--- src/hdl/pmrv_pkg.sv ---
/*
 * Constants shared by the port 1 / port 2 management register view:
 * register indices (with their byte-address rule), field positions and reset values.
 * Assumes a 32-bit APB with 16-bit registers in the low half of each word.
 */
package pmrv_pkg;
   // ----------------------------------------------------------------
   // Register indices (byte address = 4 * index)
   // ----------------------------------------------------------------
   localparam logic [9:0] IDX_P1_BASIC_CONTROL   = 10'h000;
   localparam logic [9:0] IDX_P1_BASIC_STATUS    = 10'h002;
   localparam logic [9:0] IDX_P1_IDENT_LOW       = 10'h004;
   localparam logic [9:0] IDX_P1_IDENT_HIGH      = 10'h006;
   localparam logic [9:0] IDX_P1_ADVERTISE       = 10'h008;
   localparam logic [9:0] IDX_P1_PARTNER         = 10'h00A;
   localparam logic [9:0] IDX_P2_BASIC_CONTROL   = 10'h000;
   // Port 2 bank sits above port 1 bank
   localparam logic [9:0] IDX_P2_BANK_BASE       = 10'h020;
   // Per-port control and status views sharing the same storage
   localparam logic [9:0] IDX_P1_PORT_CONTROL    = 10'h031;
   localparam logic [9:0] IDX_P1_PORT_STATUS     = 10'h032;

   // ----------------------------------------------------------------
   // Identifier values (arbitrary, neutral)
   // ----------------------------------------------------------------
   localparam logic [15:0] PHY_IDENT_LOW_VAL     = 16'hA5A5; // Arbitrary value
   localparam logic [15:0] PHY_IDENT_HIGH_VAL    = 16'h0101; // Arbitrary value

   // ----------------------------------------------------------------
   // Basic control field positions
   // ----------------------------------------------------------------
   localparam int BC_FAR_LOOP   = 14;
   localparam int BC_FORCE100   = 13;
   localparam int BC_AN_ENABLE  = 12;
   localparam int BC_POWER_DOWN = 11;
   localparam int BC_RESTART_AN = 9;
   localparam int BC_FULL_DUP   = 8;
   localparam int BC_XOVER_STY  = 5;
   localparam int BC_FORCE_XOV  = 4;
   localparam int BC_DIS_XOVER  = 3;
   localparam int BC_DIS_FEF    = 2;
   localparam int BC_DIS_TX     = 1;
   localparam int BC_DIS_LED    = 0;

   // ----------------------------------------------------------------
   // Status, advertisement and partner field positions
   // ----------------------------------------------------------------
   localparam int BS_FAR_FAULT  = 4;
   localparam int BS_LINK_UP    = 2;
   localparam logic [15:0] BS_FIXED_BITS  = 16'h7808; // Caps 14..11, bit 3
   localparam int AD_PAUSE      = 10;
   localparam int AD_ABIL_LSB   = 5;
   localparam logic [4:0] AD_SELECTOR     = 5'h01;

   // ----------------------------------------------------------------
   // Per-port control / status view field positions
   // ----------------------------------------------------------------
   localparam int PC_DIS_LED    = 15;
   localparam int PC_DIS_TX     = 14;
   localparam int PC_RESTART_AN = 13;
   localparam int PC_DIS_FEF    = 12;
   localparam int PC_POWER_DOWN = 11;
   localparam int PC_DIS_XOVER  = 10;
   localparam int PC_FORCE_XOV  = 9;
   localparam int PC_FAR_LOOP   = 8;
   localparam int PC_AN_ENABLE  = 7;
   localparam int PC_FORCE100   = 6;
   localparam int PC_FULL_DUP   = 5;
   localparam int PC_PAUSE      = 4;
   localparam int PS_XOVER_STY  = 15;
   localparam int PS_FAR_FAULT  = 8;
   localparam int PS_LINK_UP    = 5;
   localparam int PS_LP_PAUSE   = 4;

   // ----------------------------------------------------------------
   // Reset values
   // ----------------------------------------------------------------
   localparam logic       RST_AN_ENABLE = 1'b1;
   localparam logic       RST_XOVER_STY = 1'b1;
   localparam logic       RST_PAUSE     = 1'b1;
   localparam logic [3:0] RST_ADV_ABIL  = 4'hF;
endpackage : pmrv_pkg

--- src/hdl/pmrv_phy_mii_register_view.sv ---
/*
 * Management register view of the two physical-layer ports, as an APB
 * slave. All control bits live here once; all but port 1's negotiation
 * enable and restart drive the port logic as flip-flop outputs; status
 * inputs are registered before being shown.
 * Assumes PHY status inputs synchronous to clock and a standard APB master.
 */
`timescale 1ns/1ps
`default_nettype none

module pmrv_phy_mii_register_view (
   input  wire logic        clock,
   input  wire logic        rst,
   // APB slave
   input  wire logic        psel,
   input  wire logic        penable,
   input  wire logic        pwrite,
   input  wire logic [11:0] paddr,
   input  wire logic [31:0] pwdata,
   output logic      [31:0] prdata,
   output logic             pready,
   output logic             pslverr,
   // Port 1 physical-layer status
   input  wire logic        p1LinkUpIn,
   input  wire logic        p1FarFaultRawIn,
   input  wire logic        p1PartnerPauseIn,
   input  wire logic [3:0]  p1PartnerAbilIn,
   // Port 1 control
   output logic             p1FarLoop,
   output logic             p1Speed100,
   output logic             p1FullDuplex,
   output logic             p1XoverStyle,
   output logic             p1AutoXoverOff,
   output logic             p1ForceXover,
   output logic             p1FarFaultDetEn,
   output logic             p1PowerDown,
   output logic             p1TxDisable,
   output logic             p1LedDisable,
   output logic             p1AdvPause,
   output logic      [3:0]  p1AdvAbil,
   // Port 2 control
   output logic             p2FarLoop,
   output logic             p2Speed100,
   output logic             p2AnEnable,
   output logic             p2PowerDown
);

   // ----------------------------------------------------------------
   // State
   // ----------------------------------------------------------------
   typedef struct packed {
      logic [31:0] rdata;
      logic        ready;
      logic        slverr;
      logic        p1FarLoop;
      logic        p1Force100;
      logic        p1AnEnable;
      logic        p1PowerDown;
      logic        p1RestartAn;
      logic        p1FullDup;
      logic        p1XoverSty;
      logic        p1ForceXov;
      logic        p1DisXover;
      logic        p1DisFef;
      logic        p1FefEn;
      logic        p1DisTx;
      logic        p1DisLed;
      logic        p1Pause;
      logic [3:0]  p1Adv;
      logic        p1Link;
      logic        p1FarFault;
      logic        p1LpPause;
      logic [3:0]  p1LpAbil;
      logic        p2FarLoop;
      logic        p2Force100;
      logic        p2AnEnable;
      logic        p2PowerDown;
   } pmrv_state_s;

   pmrv_state_s state_ff;
   pmrv_state_s nxt_state;

   logic [9:0]  wordIdx;
   logic [15:0] p1CtrlView;
   logic [15:0] p1StatView;
   logic [15:0] p1AdvView;
   logic [15:0] p1LpView;
   logic [15:0] p2CtrlView;
   logic [15:0] portCtrlView;
   logic [15:0] portStatView;
   logic [15:0] rdMux;
   logic        hit;
   logic        doWrite;

   assign wordIdx = paddr[11:2];

   // ----------------------------------------------------------------
   // Read views of the shared storage
   // ----------------------------------------------------------------
   always_comb begin
      p1CtrlView = 16'h0000; // Soft reset, isolate, collision test read 0
      p1CtrlView[pmrv_pkg::BC_FAR_LOOP]   = state_ff.p1FarLoop;
      p1CtrlView[pmrv_pkg::BC_FORCE100]   = state_ff.p1Force100;
      p1CtrlView[pmrv_pkg::BC_AN_ENABLE]  = state_ff.p1AnEnable;
      p1CtrlView[pmrv_pkg::BC_POWER_DOWN] = state_ff.p1PowerDown;
      p1CtrlView[pmrv_pkg::BC_RESTART_AN] = state_ff.p1RestartAn;
      p1CtrlView[pmrv_pkg::BC_FULL_DUP]   = state_ff.p1FullDup;
      p1CtrlView[pmrv_pkg::BC_XOVER_STY]  = state_ff.p1XoverSty;
      p1CtrlView[pmrv_pkg::BC_FORCE_XOV]  = state_ff.p1ForceXov;
      p1CtrlView[pmrv_pkg::BC_DIS_XOVER]  = state_ff.p1DisXover;
      p1CtrlView[pmrv_pkg::BC_DIS_FEF]    = state_ff.p1DisFef;
      p1CtrlView[pmrv_pkg::BC_DIS_TX]     = state_ff.p1DisTx;
      p1CtrlView[pmrv_pkg::BC_DIS_LED]    = state_ff.p1DisLed;

      p1StatView = pmrv_pkg::BS_FIXED_BITS;
      p1StatView[pmrv_pkg::BS_FAR_FAULT] = state_ff.p1FarFault;
      p1StatView[pmrv_pkg::BS_LINK_UP]   = state_ff.p1Link;

      p1AdvView = {11'h000, pmrv_pkg::AD_SELECTOR};
      p1AdvView[pmrv_pkg::AD_PAUSE] = state_ff.p1Pause;
      p1AdvView[pmrv_pkg::AD_ABIL_LSB +: 4] = state_ff.p1Adv;

      // Upper bits stay zero: no next page, ack or remote fault
      p1LpView = {11'h000, pmrv_pkg::AD_SELECTOR};
      p1LpView[pmrv_pkg::AD_PAUSE] = state_ff.p1LpPause;
      p1LpView[pmrv_pkg::AD_ABIL_LSB +: 4] = state_ff.p1LpAbil;

      p2CtrlView = 16'h0000;
      p2CtrlView[pmrv_pkg::BC_FAR_LOOP]   = state_ff.p2FarLoop;
      p2CtrlView[pmrv_pkg::BC_FORCE100]   = state_ff.p2Force100;
      p2CtrlView[pmrv_pkg::BC_AN_ENABLE]  = state_ff.p2AnEnable;
      p2CtrlView[pmrv_pkg::BC_POWER_DOWN] = state_ff.p2PowerDown;

      // Second view of the very same flops
      portCtrlView = 16'h0000;
      portCtrlView[pmrv_pkg::PC_DIS_LED]    = state_ff.p1DisLed;
      portCtrlView[pmrv_pkg::PC_DIS_TX]     = state_ff.p1DisTx;
      portCtrlView[pmrv_pkg::PC_RESTART_AN] = state_ff.p1RestartAn;
      portCtrlView[pmrv_pkg::PC_DIS_FEF]    = state_ff.p1DisFef;
      portCtrlView[pmrv_pkg::PC_POWER_DOWN] = state_ff.p1PowerDown;
      portCtrlView[pmrv_pkg::PC_DIS_XOVER]  = state_ff.p1DisXover;
      portCtrlView[pmrv_pkg::PC_FORCE_XOV]  = state_ff.p1ForceXov;
      portCtrlView[pmrv_pkg::PC_FAR_LOOP]   = state_ff.p1FarLoop;
      portCtrlView[pmrv_pkg::PC_AN_ENABLE]  = state_ff.p1AnEnable;
      portCtrlView[pmrv_pkg::PC_FORCE100]   = state_ff.p1Force100;
      portCtrlView[pmrv_pkg::PC_FULL_DUP]   = state_ff.p1FullDup;
      portCtrlView[pmrv_pkg::PC_PAUSE]      = state_ff.p1Pause;
      portCtrlView[3:0]                     = state_ff.p1Adv;

      portStatView = 16'h0000;
      portStatView[pmrv_pkg::PS_XOVER_STY] = state_ff.p1XoverSty;
      portStatView[pmrv_pkg::PS_FAR_FAULT] = state_ff.p1FarFault;
      portStatView[pmrv_pkg::PS_LINK_UP]   = state_ff.p1Link;
      portStatView[pmrv_pkg::PS_LP_PAUSE]  = state_ff.p1LpPause;
      portStatView[3:0]                    = state_ff.p1LpAbil;
   end

   // ----------------------------------------------------------------
   // Address decode
   // ----------------------------------------------------------------
   always_comb begin
      hit   = 1'b1;
      rdMux = 16'h0000;
      case (wordIdx)
         pmrv_pkg::IDX_P1_BASIC_CONTROL: rdMux = p1CtrlView;
         pmrv_pkg::IDX_P1_BASIC_STATUS:  rdMux = p1StatView;
         pmrv_pkg::IDX_P1_IDENT_LOW:     rdMux = pmrv_pkg::PHY_IDENT_LOW_VAL;
         pmrv_pkg::IDX_P1_IDENT_HIGH:    rdMux = pmrv_pkg::PHY_IDENT_HIGH_VAL;
         pmrv_pkg::IDX_P1_ADVERTISE:     rdMux = p1AdvView;
         pmrv_pkg::IDX_P1_PARTNER:       rdMux = p1LpView;
         pmrv_pkg::IDX_P2_BANK_BASE + pmrv_pkg::IDX_P2_BASIC_CONTROL: rdMux = p2CtrlView;
         pmrv_pkg::IDX_P1_PORT_CONTROL:  rdMux = portCtrlView;
         pmrv_pkg::IDX_P1_PORT_STATUS:   rdMux = portStatView;
         default:                        hit   = 1'b0;
      endcase
   end

   // Write lands on the edge where pready is seen high
   assign doWrite = psel & penable & pwrite & state_ff.ready;

   // ----------------------------------------------------------------
   // Next state
   // ----------------------------------------------------------------
   always_comb begin
      nxt_state = state_ff;

      // One wait state keeps read data a flop output
      nxt_state.ready  = psel & penable & ~state_ff.ready;
      nxt_state.slverr = psel & penable & ~state_ff.ready & ~hit;
      if (psel & penable & ~state_ff.ready) begin
         nxt_state.rdata = pwrite ? 32'h0000_0000 : {16'h0000, rdMux};
      end

      // Status sampling; fault masked while detection is off
      nxt_state.p1Link     = p1LinkUpIn;
      nxt_state.p1FarFault = p1FarFaultRawIn & ~state_ff.p1DisFef;
      nxt_state.p1LpPause  = p1PartnerPauseIn;
      nxt_state.p1LpAbil   = p1PartnerAbilIn;

      if (doWrite) begin
         case (wordIdx)
            pmrv_pkg::IDX_P1_BASIC_CONTROL: begin
               nxt_state.p1FarLoop   = pwdata[pmrv_pkg::BC_FAR_LOOP];
               nxt_state.p1Force100  = pwdata[pmrv_pkg::BC_FORCE100];
               nxt_state.p1AnEnable  = pwdata[pmrv_pkg::BC_AN_ENABLE];
               nxt_state.p1PowerDown = pwdata[pmrv_pkg::BC_POWER_DOWN];
               nxt_state.p1RestartAn = pwdata[pmrv_pkg::BC_RESTART_AN];
               nxt_state.p1FullDup   = pwdata[pmrv_pkg::BC_FULL_DUP];
               nxt_state.p1XoverSty  = pwdata[pmrv_pkg::BC_XOVER_STY];
               nxt_state.p1ForceXov  = pwdata[pmrv_pkg::BC_FORCE_XOV];
               nxt_state.p1DisXover  = pwdata[pmrv_pkg::BC_DIS_XOVER];
               nxt_state.p1DisFef    = pwdata[pmrv_pkg::BC_DIS_FEF];
               nxt_state.p1DisTx     = pwdata[pmrv_pkg::BC_DIS_TX];
               nxt_state.p1DisLed    = pwdata[pmrv_pkg::BC_DIS_LED];
            end
            pmrv_pkg::IDX_P1_ADVERTISE: begin
               nxt_state.p1Pause = pwdata[pmrv_pkg::AD_PAUSE];
               nxt_state.p1Adv   = pwdata[pmrv_pkg::AD_ABIL_LSB +: 4];
            end
            pmrv_pkg::IDX_P2_BANK_BASE + pmrv_pkg::IDX_P2_BASIC_CONTROL: begin
               nxt_state.p2FarLoop   = pwdata[pmrv_pkg::BC_FAR_LOOP];
               nxt_state.p2Force100  = pwdata[pmrv_pkg::BC_FORCE100];
               nxt_state.p2AnEnable  = pwdata[pmrv_pkg::BC_AN_ENABLE];
               nxt_state.p2PowerDown = pwdata[pmrv_pkg::BC_POWER_DOWN];
            end
            pmrv_pkg::IDX_P1_PORT_CONTROL: begin
               nxt_state.p1DisLed    = pwdata[pmrv_pkg::PC_DIS_LED];
               nxt_state.p1DisTx     = pwdata[pmrv_pkg::PC_DIS_TX];
               nxt_state.p1RestartAn = pwdata[pmrv_pkg::PC_RESTART_AN];
               nxt_state.p1DisFef    = pwdata[pmrv_pkg::PC_DIS_FEF];
               nxt_state.p1PowerDown = pwdata[pmrv_pkg::PC_POWER_DOWN];
               nxt_state.p1DisXover  = pwdata[pmrv_pkg::PC_DIS_XOVER];
               nxt_state.p1ForceXov  = pwdata[pmrv_pkg::PC_FORCE_XOV];
               nxt_state.p1FarLoop   = pwdata[pmrv_pkg::PC_FAR_LOOP];
               nxt_state.p1AnEnable  = pwdata[pmrv_pkg::PC_AN_ENABLE];
               nxt_state.p1Force100  = pwdata[pmrv_pkg::PC_FORCE100];
               nxt_state.p1FullDup   = pwdata[pmrv_pkg::PC_FULL_DUP];
               nxt_state.p1Pause     = pwdata[pmrv_pkg::PC_PAUSE];
               nxt_state.p1Adv       = pwdata[3:0];
            end
            pmrv_pkg::IDX_P1_PORT_STATUS: begin
               nxt_state.p1XoverSty = pwdata[pmrv_pkg::PS_XOVER_STY];
            end
            default: begin
               // Read-only and unmapped words ignore writes
            end
         endcase
      end

      // Enable kept as its own flop so the output needs no inverter
      nxt_state.p1FefEn = ~nxt_state.p1DisFef;
   end

   // ----------------------------------------------------------------
   // Registers
   // ----------------------------------------------------------------
   always_ff @(posedge clock) begin
      if (rst) begin
         state_ff            <= '0;
         state_ff.p1AnEnable <= pmrv_pkg::RST_AN_ENABLE;
         state_ff.p1XoverSty <= pmrv_pkg::RST_XOVER_STY;
         state_ff.p1FefEn    <= 1'b1;
         state_ff.p1Pause    <= pmrv_pkg::RST_PAUSE;
         state_ff.p1Adv      <= pmrv_pkg::RST_ADV_ABIL;
         state_ff.p2AnEnable <= pmrv_pkg::RST_AN_ENABLE;
      end else begin
         state_ff <= nxt_state;
      end
   end

   // ----------------------------------------------------------------
   // Outputs, all straight from flops
   // ----------------------------------------------------------------
   assign prdata          = state_ff.rdata;
   assign pready          = state_ff.ready;
   assign pslverr         = state_ff.slverr;
   assign p1FarLoop       = state_ff.p1FarLoop;
   // Port 1 has no negotiation, so the forced bits always rule
   assign p1Speed100      = state_ff.p1Force100;
   assign p1FullDuplex    = state_ff.p1FullDup;
   assign p1XoverStyle    = state_ff.p1XoverSty;
   assign p1AutoXoverOff  = state_ff.p1DisXover;
   assign p1ForceXover    = state_ff.p1ForceXov;
   assign p1FarFaultDetEn = state_ff.p1FefEn;
   assign p1PowerDown     = state_ff.p1PowerDown;
   assign p1TxDisable     = state_ff.p1DisTx;
   assign p1LedDisable    = state_ff.p1DisLed;
   assign p1AdvPause      = state_ff.p1Pause;
   assign p1AdvAbil       = state_ff.p1Adv;
   assign p2FarLoop       = state_ff.p2FarLoop;
   assign p2Speed100      = state_ff.p2Force100;
   assign p2AnEnable      = state_ff.p2AnEnable;
   assign p2PowerDown     = state_ff.p2PowerDown;

endmodule : pmrv_phy_mii_register_view

`default_nettype wire

--- config.mk ---
export PLATFORM = sky130hd
export DESIGN_NAME = pmrv_phy_mii_register_view
export DESIGN_NICKNAME = d
export VERILOG_FILES = /design/src/hdl/pmrv_pkg.sv /design/src/hdl/pmrv_phy_mii_register_view.sv
export SDC_FILE = /design/constraint.sdc
export NUM_CORES = 1
export LEC_CHECK = 0
export BUFFER_PORTS_ARGS = -buffer_cell sky130_fd_sc_hd__buf_2
export CORE_MARGIN = 2
export CORE_UTILIZATION = 52
export DETAILED_ROUTE_END_ITERATION = 10
export GPL_TIMING_DRIVEN = 0
export PLACE_DENSITY = 0.86
export SYNTH_ARGS = -nofsm -noshare
export SYNTH_HDL_FRONTEND = slang
export SYNTH_SLANG_ARGS = --single-unit
--- constraint.sdc ---
create_clock -name clock -period 5 [get_ports clock]
set_clock_uncertainty 0.1 [all_clocks]
set_input_delay 1.25 -clock clock [delete_from_list [all_inputs] [get_ports clock]]
set_output_delay 1.25 -clock clock [all_outputs]
set_load 0.03 [all_outputs]
# == After elaboration in Yosys (flattened, before gate mapping) ==
# Index checks and enable logic that the tools add are counted.
# op_classes
mux,9
n_eq_ne,8
reduce_logical,9
n_bitwise,10
# op_table
op,count
$pmux W16 S9,1
$eq A10 B6 Y1 const B,3
$eq A10 B3 Y1 const B,2
$eq A10 B4 Y1 const B,2
$mux W16,1
$pmux W6 S2,1
$eq A10 B2 Y1 const B,1
$logic_not A10 Y1,1
$pmux W5 S2,1
$reduce_or A9 Y1,1
$reduce_and A2 Y1,4
$and A1 B1 Y1,6
$pmux W3 S2,1
$reduce_bool A2 Y1,3
$not A1 Y1,4
$pmux W2 S2,1
$mux W1,2
$pmux W1 S2,1
# totals
ff_bits,63
in_bits,56

# == Logic depth before layout (Yosys ltp) ==
# Gate-level depths: netlist of run 1.
# depth
ltp_word,5
depth_mapped,8
mapped_depth_nobuf,5

# == Worst setup path after synthesis of run 1 ==
# OpenSTA, ideal clock, no wires.
# synth_path
path_type,input-to-reg
from,input paddr[9]
to,register state_ff (netlist bit prdata[4])
stages,6
setup_slack_ns,2.245
n_path_buf,1
setup_ns,0.067
required_time_ns,4.833
arrival_ns,2.588
path_cell_list,or4_4 buf_6 nor4_4 a22o_1 a221oi_1 o21ai_2
# synth_between
elab_chain_len,3
# synth_rtl
element,line_no,source
"start, declared",pmrv_phy_mii_register_view.sv:18,"input wire logic [11:0] paddr,"
$eq A10 B6 Y1 (tied with other cells),pmrv_phy_mii_register_view.sv:164,case (wordIdx)
$pmux W16 S9 *,pmrv_phy_mii_register_view.sv:164,
$mux W16 *,pmrv_phy_mii_register_view.sv:191,"nxt_state.rdata = pwrite ? 32'h0000_0000 : {16'h0000, rdMux};"
"end signal, assigned",pmrv_phy_mii_register_view.sv:267,state_ff <= nxt_state;
"end, declared",pmrv_phy_mii_register_view.sv:80,pmrv_state_s state_ff;
# Every way passes the cells marked *; elsewhere a longest branch is shown, timed or not.
# A chain may end at the register's enable or synchronous reset.

# == Worst setup path after layout of run 1 ==
# layout_path
from,input paddr[9]
to,register state_ff (netlist bit prdata[13])
# The elaborated chain is that of the path after synthesis.

==> PnR_summary.wiki, run 1 <==
{| class="wikitable"
! Metric !! Value
|-
| Result of the run || finished clean
|-
| Mapped Area || 2560 µm²
|-
| Number of different library cells in the post-synthesis netlist || 55
|-
| Die area || about 5500 µm²
|-
| Post-synthesis cell count || between 200 and 300
|-
| Diode insertion count for antenna repair || 0
|-
| Inserted Clock Buffers || 5
|-
| # Max-Cap Violations || 0
|-
| Worst Hold Path EP || prdata[9]
|-
| Final Hold Vio Count || 0
|-
| Clock tree from TritonCTS || built
|-
| Via count of the first global-routing pass || approximately 2300
|-
| Routed WL per cell || 16.7 µm
|-
| Ratio of cells with drive above 1 in the final layout || 0.332
|-
| Via total after detailed routing || approximately 2700
|-
| Global Route Usage Sum || 0.283
|-
| Die span in y || roughly 74 µm
|-
| Cell-by-cell trace of the critical path || buf_2, or4_4, buf_6, nor4b_1, a221o_1, a221oi_1, nor3_2
|-
| Critical register-to-register path startpoint || pready
|-
| Number of cells upsized or downsized after cts || 0
|-
| Minimum clock period after layout || about 2800 ps
|-
| Share of the synthesized area in the top cell type || 0.367
|-
| Detailed-route wire length || 7.45 mm
|-
| Worst rel slew slack || 0.549
|-
| Number of buffers inserted to repair setup after CTS || 0
|-
| Cell taking the most area after synthesis || sky130_fd_sc_hd__dfxtp_1
|-
| Leakage power || around 1.3 nW
|-
| Cell internal power dissipation || 0.509 mW
|-
| Count of antenna-violating nets left after detailed routing || 0
|-
| Max stage delay cell, worst path || sky130_fd_sc_hd__or4_4
|-
| Highest fanout seen on the critical path || 5
|-
| Clock net sink count || 47
|-
| Signed area change from the synthesized netlist to the final layout || 22.6%
|-
| Switching pwr || roughly 0.19 mW
|-
| Post-CTS Hold Buffers || 0
|-
| Average instance area after synthesis || 8.96 µm²
|-
| Startpoint of the lowest-slack hold path || prdata[9]
|-
| R2R setup slack || 3050 ps
|-
| DRC viols || 0
|-
| Total design power || between 0.7 and 0.8 mW
|-
| Iteration-0 DRC Markers || 287
|-
| Post-synth EDFFs || 0
|-
| Predominant post-synthesis flop cell || sky130_fd_sc_hd__dfxtp_1
|-
| Worst setup path class || in -> reg
|-
| Count of yosys warnings during synthesis || 0
|-
| Worst flop-to-flop path endpoint || prdata[13]
|-
| Type of the most critical hold path || reg -> reg
|-
| Boundary Pins || about 110
|-
| Pins over their slew limit || 0
|-
| Power share of the clock group || 0.329
|-
| Data required, critical path || slightly above 5000 ps
|-
| Number of levels in the clock H-tree || 2
|-
| Leading cell types by total area after synthesis || sky130_fd_sc_hd__dfxtp_1 37%, sky130_fd_sc_hd__buf_4 5.9%, sky130_fd_sc_hd__nand2_1 4.1%, sky130_fd_sc_hd__a221oi_1 4.1%, sky130_fd_sc_hd__mux2i_1 3.9%
|-
| Via density per instance || ~6
|-
| Final setup fails || 0
|-
| Global placer's final weighted congestion || 0.915
|-
| Chip width || 74.2 µm
|-
| Core area || ~4700 µm²
|-
| Initial cell density of the core || 0.543
|-
| Fraction of power spent switching nets || 0.275
|-
| Synthesis-stage register bit count || 47
|-
| GR Overflow Total || 0
|-
| Initial antenna violation count || 0
|-
| HPWL Detailed || approximately 5.7 mm
|-
| Clk root buf || sky130_fd_sc_hd__clkbuf_8
|-
| Number of cells on the worst hold path || 2
|-
| Final core area utilization || 0.666
|-
| Net count, final || 435
|-
| Endpoint kind of the worst setup timing path || register
|-
| Port Buffer Count || 71
|-
| Startpoint types || primary input
|-
| Worst slew pin tran || between 600 and 700 ps
|-
| Part of the total power dissipated in combinational logic || 0.129
|-
| Maximum buffer depth of the clock tree || 2
|-
| Max incr delay on CP || roughly 520 ps
|-
| Summed negative setup slack over all endpoints || 0 ps
|-
| Highest achievable clock rate || about 360 MHz
|-
| Worst Reg2Reg Path Length in Cells || 5
|-
| Total of fill cells in the finished design || 417
|-
| Final clock period utilization by the worst path || 0.560
|-
| Wire length of the first global-routing pass || roughly 12 mm
|-
| Pin count of the biggest net entering global routing || 15
|-
| Proportion of power drawn by flip-flops and latches || 0.542
|-
| Setup repair after global routing missed its margin || false
|-
| Power Dens Cells || 223 nW/µm²
|-
| Maximum vdd ir drop || 0.137 mV
|-
| Async set or reset register ratio after synthesis || 0
|-
| Insertion delay to the later sink of the worst-skew pair || 310 ps
|-
| First drt pass iteration count || 5
|-
| CTS clock-pin slew for the worst setup and hold paths || about 90 ps
|-
| Worst Path Arrival || between 2000 and 3000 ps
|-
| Total number of placement rows || 25
|-
| Portion of the post-synthesis area used by sequential elements || 0.367
|}
state kept, by name, summed over array words and instances (netlist names), 2 cells and up:
| name | flops |
|---|---|
| p1AdvAbil | 4 |
| p1CtrlView | 3 |
| p1LpView | 5 |
| p1StatView | 2 |
| prdata | 16 |
cell usage after synthesis, drive strengths merged (8+ instances only):
cell    number
nand2       28
nand3       11
nor2        14
clkbuf       8
nor2b       10
mux2i       10
dfxtp       47
nor3        13
a211oi      10
a221oi      12
o21ai       11
a21oi       20
buf         29
cell type report:
| type | count | area [µm²] | area share |
|---|---|---|---|
| Multi-Input combinational cell | 216 | 1430 | 0.454 |
| Sequential cell | 47 | 941 | 0.299 |
| Timing Repair Buffer | 71 | 355 | 0.113 |
| Buffer | 37 | 249 | 0.0792 |
| Tap cell | 67 | 83.8 | 0.0267 |
| Clock buffer | 6 | 72.6 | 0.0231 |
| Clock inverter | 2 | 12.5 | 0.00398 |
| Inverter | 1 | 3.75 | 0.00119 |
worst max path at each step:
stage / startpoint / end
floorplan: paddr[9] / prdata[4]
global placement: paddr[9] / p1FarFaultDetEn
detailed placement: paddr[9] / p1FarFaultDetEn
CTS: paddr[9] / prdata[4]
global route: paddr[3] / prdata[13]
finish: paddr[9] / prdata[13]
routing by layer:
layer | GRT usage | wire length (µm) | up-vias
met1 | 0.389 | 3170 | 1249
met4 | 0.0833 | 137 | 0
met3 | 0.0596 | 661 | 20
met5 | 0 | 0 | -
met2 | 0.450 | 3480 | 152
li1 | - | - | 1229
cells by family after synthesis:
| group | synth area share |
|---|---|
| other | 0.00146 |
| and+or+nand+nor | 0.245 |
| AOI/OAI and AO/OA | 0.245 |
| buffers and inverters | 0.0986 |
| xor gates and xnor gates | 0.00342 |
| DFF | 0.367 |
| muxes | 0.0390 |
stage by stage:
stage | setup slack (ps) | std cells | cell area, µm² | hold WS, ps
global route | 2060 | 447 | 3140 | 382
global placement | 1920 | 439 | 3060 | 335
floorplan | 2240 | 301 | 2620 | 343
finish | 2200 | 447 | 3140 | 352
CTS | 2240 | 447 | 3140 | 353
detailed placement | 1930 | 439 | 3060 | 342
power groups by stage:
stage | combinational [mW] | clock [mW] | sequential [mW]
2_1_floorplan | 0.0595 | 0 | 0.389
3_3_place_gp | 0.0883 | 0 | 0.389
3_5_place_dp | 0.0891 | 0 | 0.389
4_1_cts | 0.0896 | 0.229 | 0.380
5_1_grt | 0.0988 | 0.239 | 0.380
6_report | 0.0907 | 0.230 | 0.380
critical path: cells and delay by family:
kind | cells | cell delay [ps]
AND/OR/NAND/NOR | 3 | 1170
buffers and inverters | 2 | 260
AO/OA/AOI/OAI | 2 | 250
cell usage in the layout, fill, tap and decap left out, types with 3 or more instances in the layout:
| cell type | netlist | routed |
|---|---|---|
| sky130_fd_sc_hd__conb_1 | 1 | 16 |
| sky130_fd_sc_hd__clkbuf_1 | 8 | 9 |
| sky130_fd_sc_hd__dfxtp_1 | 47 | 47 |
| sky130_fd_sc_hd__o211ai_1 | 6 | 6 |
| sky130_fd_sc_hd__a221oi_1 | 12 | 12 |
| sky130_fd_sc_hd__nand2_1 | 28 | 28 |
| sky130_fd_sc_hd__and2_1 | 3 | 3 |
| sky130_fd_sc_hd__o22ai_1 | 4 | 4 |
| sky130_fd_sc_hd__buf_2 | 4 | 75 |
| sky130_fd_sc_hd__o21ai_1 | 3 | 3 |
| sky130_fd_sc_hd__a21oi_1 | 19 | 19 |
| sky130_fd_sc_hd__o21ai_0 | 5 | 5 |
| sky130_fd_sc_hd__a22oi_1 | 6 | 6 |
| sky130_fd_sc_hd__nor2_1 | 13 | 13 |
| sky130_fd_sc_hd__buf_6 | 4 | 4 |
| sky130_fd_sc_hd__a221o_1 | 6 | 6 |
| sky130_fd_sc_hd__a211oi_1 | 8 | 8 |
| sky130_fd_sc_hd__clkbuf_8 | 0 | 5 |
| sky130_fd_sc_hd__mux2i_1 | 10 | 10 |
| sky130_fd_sc_hd__nor3_1 | 8 | 8 |
| sky130_fd_sc_hd__nand3_1 | 11 | 11 |
| sky130_fd_sc_hd__nor3_2 | 4 | 4 |
| sky130_fd_sc_hd__nand2b_1 | 3 | 3 |
| sky130_fd_sc_hd__o21ai_2 | 3 | 3 |
| sky130_fd_sc_hd__nor4_4 | 3 | 3 |
| sky130_fd_sc_hd__buf_4 | 20 | 20 |
| sky130_fd_sc_hd__nor2b_1 | 10 | 10 |
Note: power is estimated with default switching activity, not from simulation.
==> inputs of run 2 (changes only) <==
--- a/config.mk
+++ b/config.mk
@@ -7,10 +7,10 @@
 export LEC_CHECK = 0
 export BUFFER_PORTS_ARGS = -buffer_cell sky130_fd_sc_hd__buf_2
 export CORE_MARGIN = 2
-export CORE_UTILIZATION = 52
+export CORE_UTILIZATION = 43
 export DETAILED_ROUTE_END_ITERATION = 10
 export GPL_TIMING_DRIVEN = 0
-export PLACE_DENSITY = 0.86
+export PLACE_DENSITY = 0.76
 export SYNTH_ARGS = -nofsm -noshare
 export SYNTH_HDL_FRONTEND = slang
 export SYNTH_SLANG_ARGS = --single-unit
==> constraint.sdc (replaced) <==
create_clock -name clock -period 2.3 [get_ports clock]
set_clock_uncertainty 0.1 [all_clocks]
set_input_delay 0.575 -clock clock [delete_from_list [all_inputs] [get_ports clock]]
set_output_delay 0.575 -clock clock [all_outputs]
set_load 0.03 [all_outputs]
==> run 2 against run 1 <==
Utilization shrank 12 points. Sequential share of layout area shrank 0.39 points. Global-route usage shrank 4.8 points. Combinational power grew 120%. Final cell count grew 1.8%. Worst setup slack lost 2000 ps. Power grew 130%. Critical path type unchanged.
==> PnR_summary.wiki, run 2 (synthesized netlist as in run 1, its figures left out) <==
{| class="wikitable"
! Metric !! Value
|-
| Result of the run || finished clean
|-
| R2R setup slack || 390 ps (-2660 ps)
|-
| GR Overflow Total || 0 (unchanged)
|-
| Total instance count after detailed placement || 447 (+1.8%)
|-
| Startpoint types || primary input
|-
| Type of the most critical hold path || reg -> reg
|-
| Global Route Usage Sum || 0.235 (-0.0480)
|-
| Worst Reg2Reg Path Length in Cells || 5 (unchanged)
|-
| Insertion delay to the later sink of the worst-skew pair || 300 ps (about the same)
|-
| DRC viols || 0 (unchanged)
|-
| Clock tree from TritonCTS || built
|-
| Port Buffer Count || 71 (unchanged)
|-
| Worst Path Arrival || 2170 ps (-770 ps)
|-
| Worst slew pin tran || 664 ps (-12.2 ps)
|-
| Met3 usage in global routing || 0.0433 (-0.0163)
|-
| Wire length of the first global-routing pass || 11.7 mm (-0.36%)
|-
| Count of antenna-violating nets left after detailed routing || 0 (unchanged)
|-
| Max reg flops || 16 (unchanged)
|-
| Leakage power || 1.29 nW (+0.90%)
|-
| Most used routing layer in global routing || met2
|-
| Final Instance Count excl. Fillers || 455 (+1.8%)
|-
| Setup repair after global routing missed its margin || false
|-
| Routed WL per cell || 16.9 µm (+1.7%)
|-
| Cell repeated most along the worst path || sky130_fd_sc_hd__buf_2
|-
| Power Dens Cells || 496 nW/µm² (+120%)
|-
| Clock net sink count || 47 (unchanged)
|-
| Pin count of the biggest net entering global routing || 15 (unchanged)
|-
| Initial cell density of the core || 0.438 (-0.105)
|-
| Total number of placement rows || 28 (+12%)
|-
| Total design power || 1.58 mW (+130%)
|-
| # Max-Cap Violations || 0 (unchanged)
|-
| Signed area change from the synthesized netlist to the final layout || 24.3%
|-
| Ratio of cells with drive above 1 in the final layout || 0.339 (+0.00789)
|-
| Max incr delay on CP || 320 ps (-200 ps)
|-
| HPWL Detailed || 5.92 mm (+4.3%)
|-
| CTS clock-pin slew for the worst setup and hold paths || 90 ps (about the same)
|-
| Core area || 5850 µm² (+24%)
|-
| M2 GR Usage || 0.366 (-0.0843)
|-
| Initial antenna violation count || 0 (unchanged)
|-
| Endpoint kind of the worst setup timing path || register
|-
| Commonest non-fill, non-tap cell in the layout || sky130_fd_sc_hd__buf_2
|-
| Net count, final || 435 (unchanged)
|-
| Via total after detailed routing || 2625 (-0.94%)
|-
| Highest fanout seen on the critical path || 10 (+5)
|-
| Critical register-to-register path startpoint || pready
|-
| Final clock period utilization by the worst path || 0.920
|-
| Worst rel slew slack || 0.558 (+0.00815)
|-
| Via density per instance || 5.77 (-2.7%)
|-
| Maximum buffer depth of the clock tree || 2 (unchanged)
|-
| Total of fill cells in the finished design || 550 (+32%)
|-
| Die area || 6600 µm² (+20%)
|-
| Final Hold Vio Count || 0 (unchanged)
|-
| Data required, critical path || 2360 ps (-2780 ps)
|-
| Clk root buf || sky130_fd_sc_hd__clkbuf_8
|-
| Post-route design area || 3190 µm² (+1.3%)
|-
| Minimum clock period after layout || roughly 2100 ps
|-
| Iteration-0 DRC Markers || 269 (-6.3%)
|-
| Number of levels in the clock H-tree || 2 (unchanged)
|-
| Global placer's final weighted congestion || 0.887 (-3.1%)
|-
| Number of cells on the worst hold path || 2 (unchanged)
|-
| First drt pass iteration count || 5 (unchanged)
|-
| Diode insertion count for antenna repair || 0 (unchanged)
|-
| Leading cell types in the layout, fill and taps excluded || 75 x sky130_fd_sc_hd__buf_2, 47 x sky130_fd_sc_hd__dfxtp_1, 28 x sky130_fd_sc_hd__nand2_1
|-
| Die span in y || 81.2 µm (+9.4%)
|-
| Maximum vdd ir drop || 0.303 mV (+120%)
|-
| Cell-by-cell trace of the critical path || buf_2, nor2_1, and4_1, buf_2, buf_6, buf_4, mux2i_1, o211ai_1
|-
| Inserted Clock Buffers || 5 (unchanged)
|-
| Placement Cell Area || 3070 µm² (+0.33%)
|-
| Final setup fails || 0 (unchanged)
|-
| Fraction of met1 tracks used by global routing || 0.330 (-0.0592)
|-
| Chip width || 81.2 µm (+9.4%)
|-
| Highest achievable clock rate || ~470 MHz
|-
| Pins over their slew limit || 0 (unchanged)
|-
| Worst Hold Path EP || prdata[4]
|-
| Via count of the first global-routing pass || 2310 (-1.6%)
|-
| Worst setup path class || in -> reg
|-
| Worst flop-to-flop path endpoint || prdata[7]
|-
| Boundary Pins || 109 (unchanged)
|-
| Detailed-route wire length || 7.71 mm (+3.5%)
|-
| Max stage delay cell, worst path || sky130_fd_sc_hd__nor2_1
|-
| Startpoint of the lowest-slack hold path || prdata[4]
|-
| FF+latch area || 941 µm² (unchanged)
|-
| Summed negative setup slack over all endpoints || 0 ps (unchanged)
|-
| Area of the multi-input gates || 1440 µm² (+0.88%)
|}
run 2: per-stage QoR:
stage | setup WS (ps) | util | hold slack (ps)
floorplan | 220 | - | 343
global placement | -132 | 0.525 | 335
detailed placement | -157 | 0.525 | 336
CTS | 169 | 0.542 | 356
global route | 39.9 | 0.544 | 380
finish | 185 | 0.544 | 355
run 2: how the worst max path moves through the flow:
| stage | startpoint | endpoint | slack [ps] | cells after the start |
|---|---|---|---|---|
| 2_1_floorplan | paddr[9] | prdata[4] | 220 | 6 |
| 3_3_place_gp | paddr[9] | p1FarFaultDetEn | -130 | 9 |
| 3_5_place_dp | paddr[9] | p1FarFaultDetEn | -160 | 9 |
| 4_1_cts | paddr[9] | p1FarFaultDetEn | 170 | 9 |
| 5_1_grt | paddr[9] | p1FarFaultDetEn | 40 | 9 |
| 6_report | paddr[4] | p1CtrlView[12] | 180 | 8 |
run 2: report_power, final:
| part | switching, mW | internal (mW) | leakage [nW] | total, mW |
|---|---|---|---|---|
| registers | 0.00566 | 0.821 | 0.381 | 0.827 |
| clock network | 0.278 | 0.274 | 0.0505 | 0.551 |
| logic | 0.128 | 0.0724 | 0.860 | 0.201 |
run 2: layer usage:
| metal | vias up | wire length, µm |
|---|---|---|
| li1 | 1233 | - |
| met1 | 1215 | 3240 |
| met2 | 166 | 3510 |
| met3 | 11 | 815 |
| met4 | 0 | 150 |
| met5 | - | 0 |
run 2: area by class of cell:
type                    count  share of cell area
plain buffers              37              0.0782
clock buffers               7              0.0302
clock inverters             1             0.00236
inverters                   1             0.00118
multi-input cells         216               0.452
flip-flops and latches     47               0.295
well taps                  75              0.0295
repair buffers             71               0.112
run 2: what timing repair did:
item,in CTS,in global routing
resized for setup,0,2
hold buffers,0,0
setup buffers,0,0
setup endpoints to repair,0,10
run 2: critical path, delay by kind of cell:
family | cells | cell delay (ps)
buffers and inverters | 4 | 690
AND/OR/NAND/NOR | 2 | 590
multiplexers | 1 | 210
AO/OA/AOI/OAI | 1 | 100
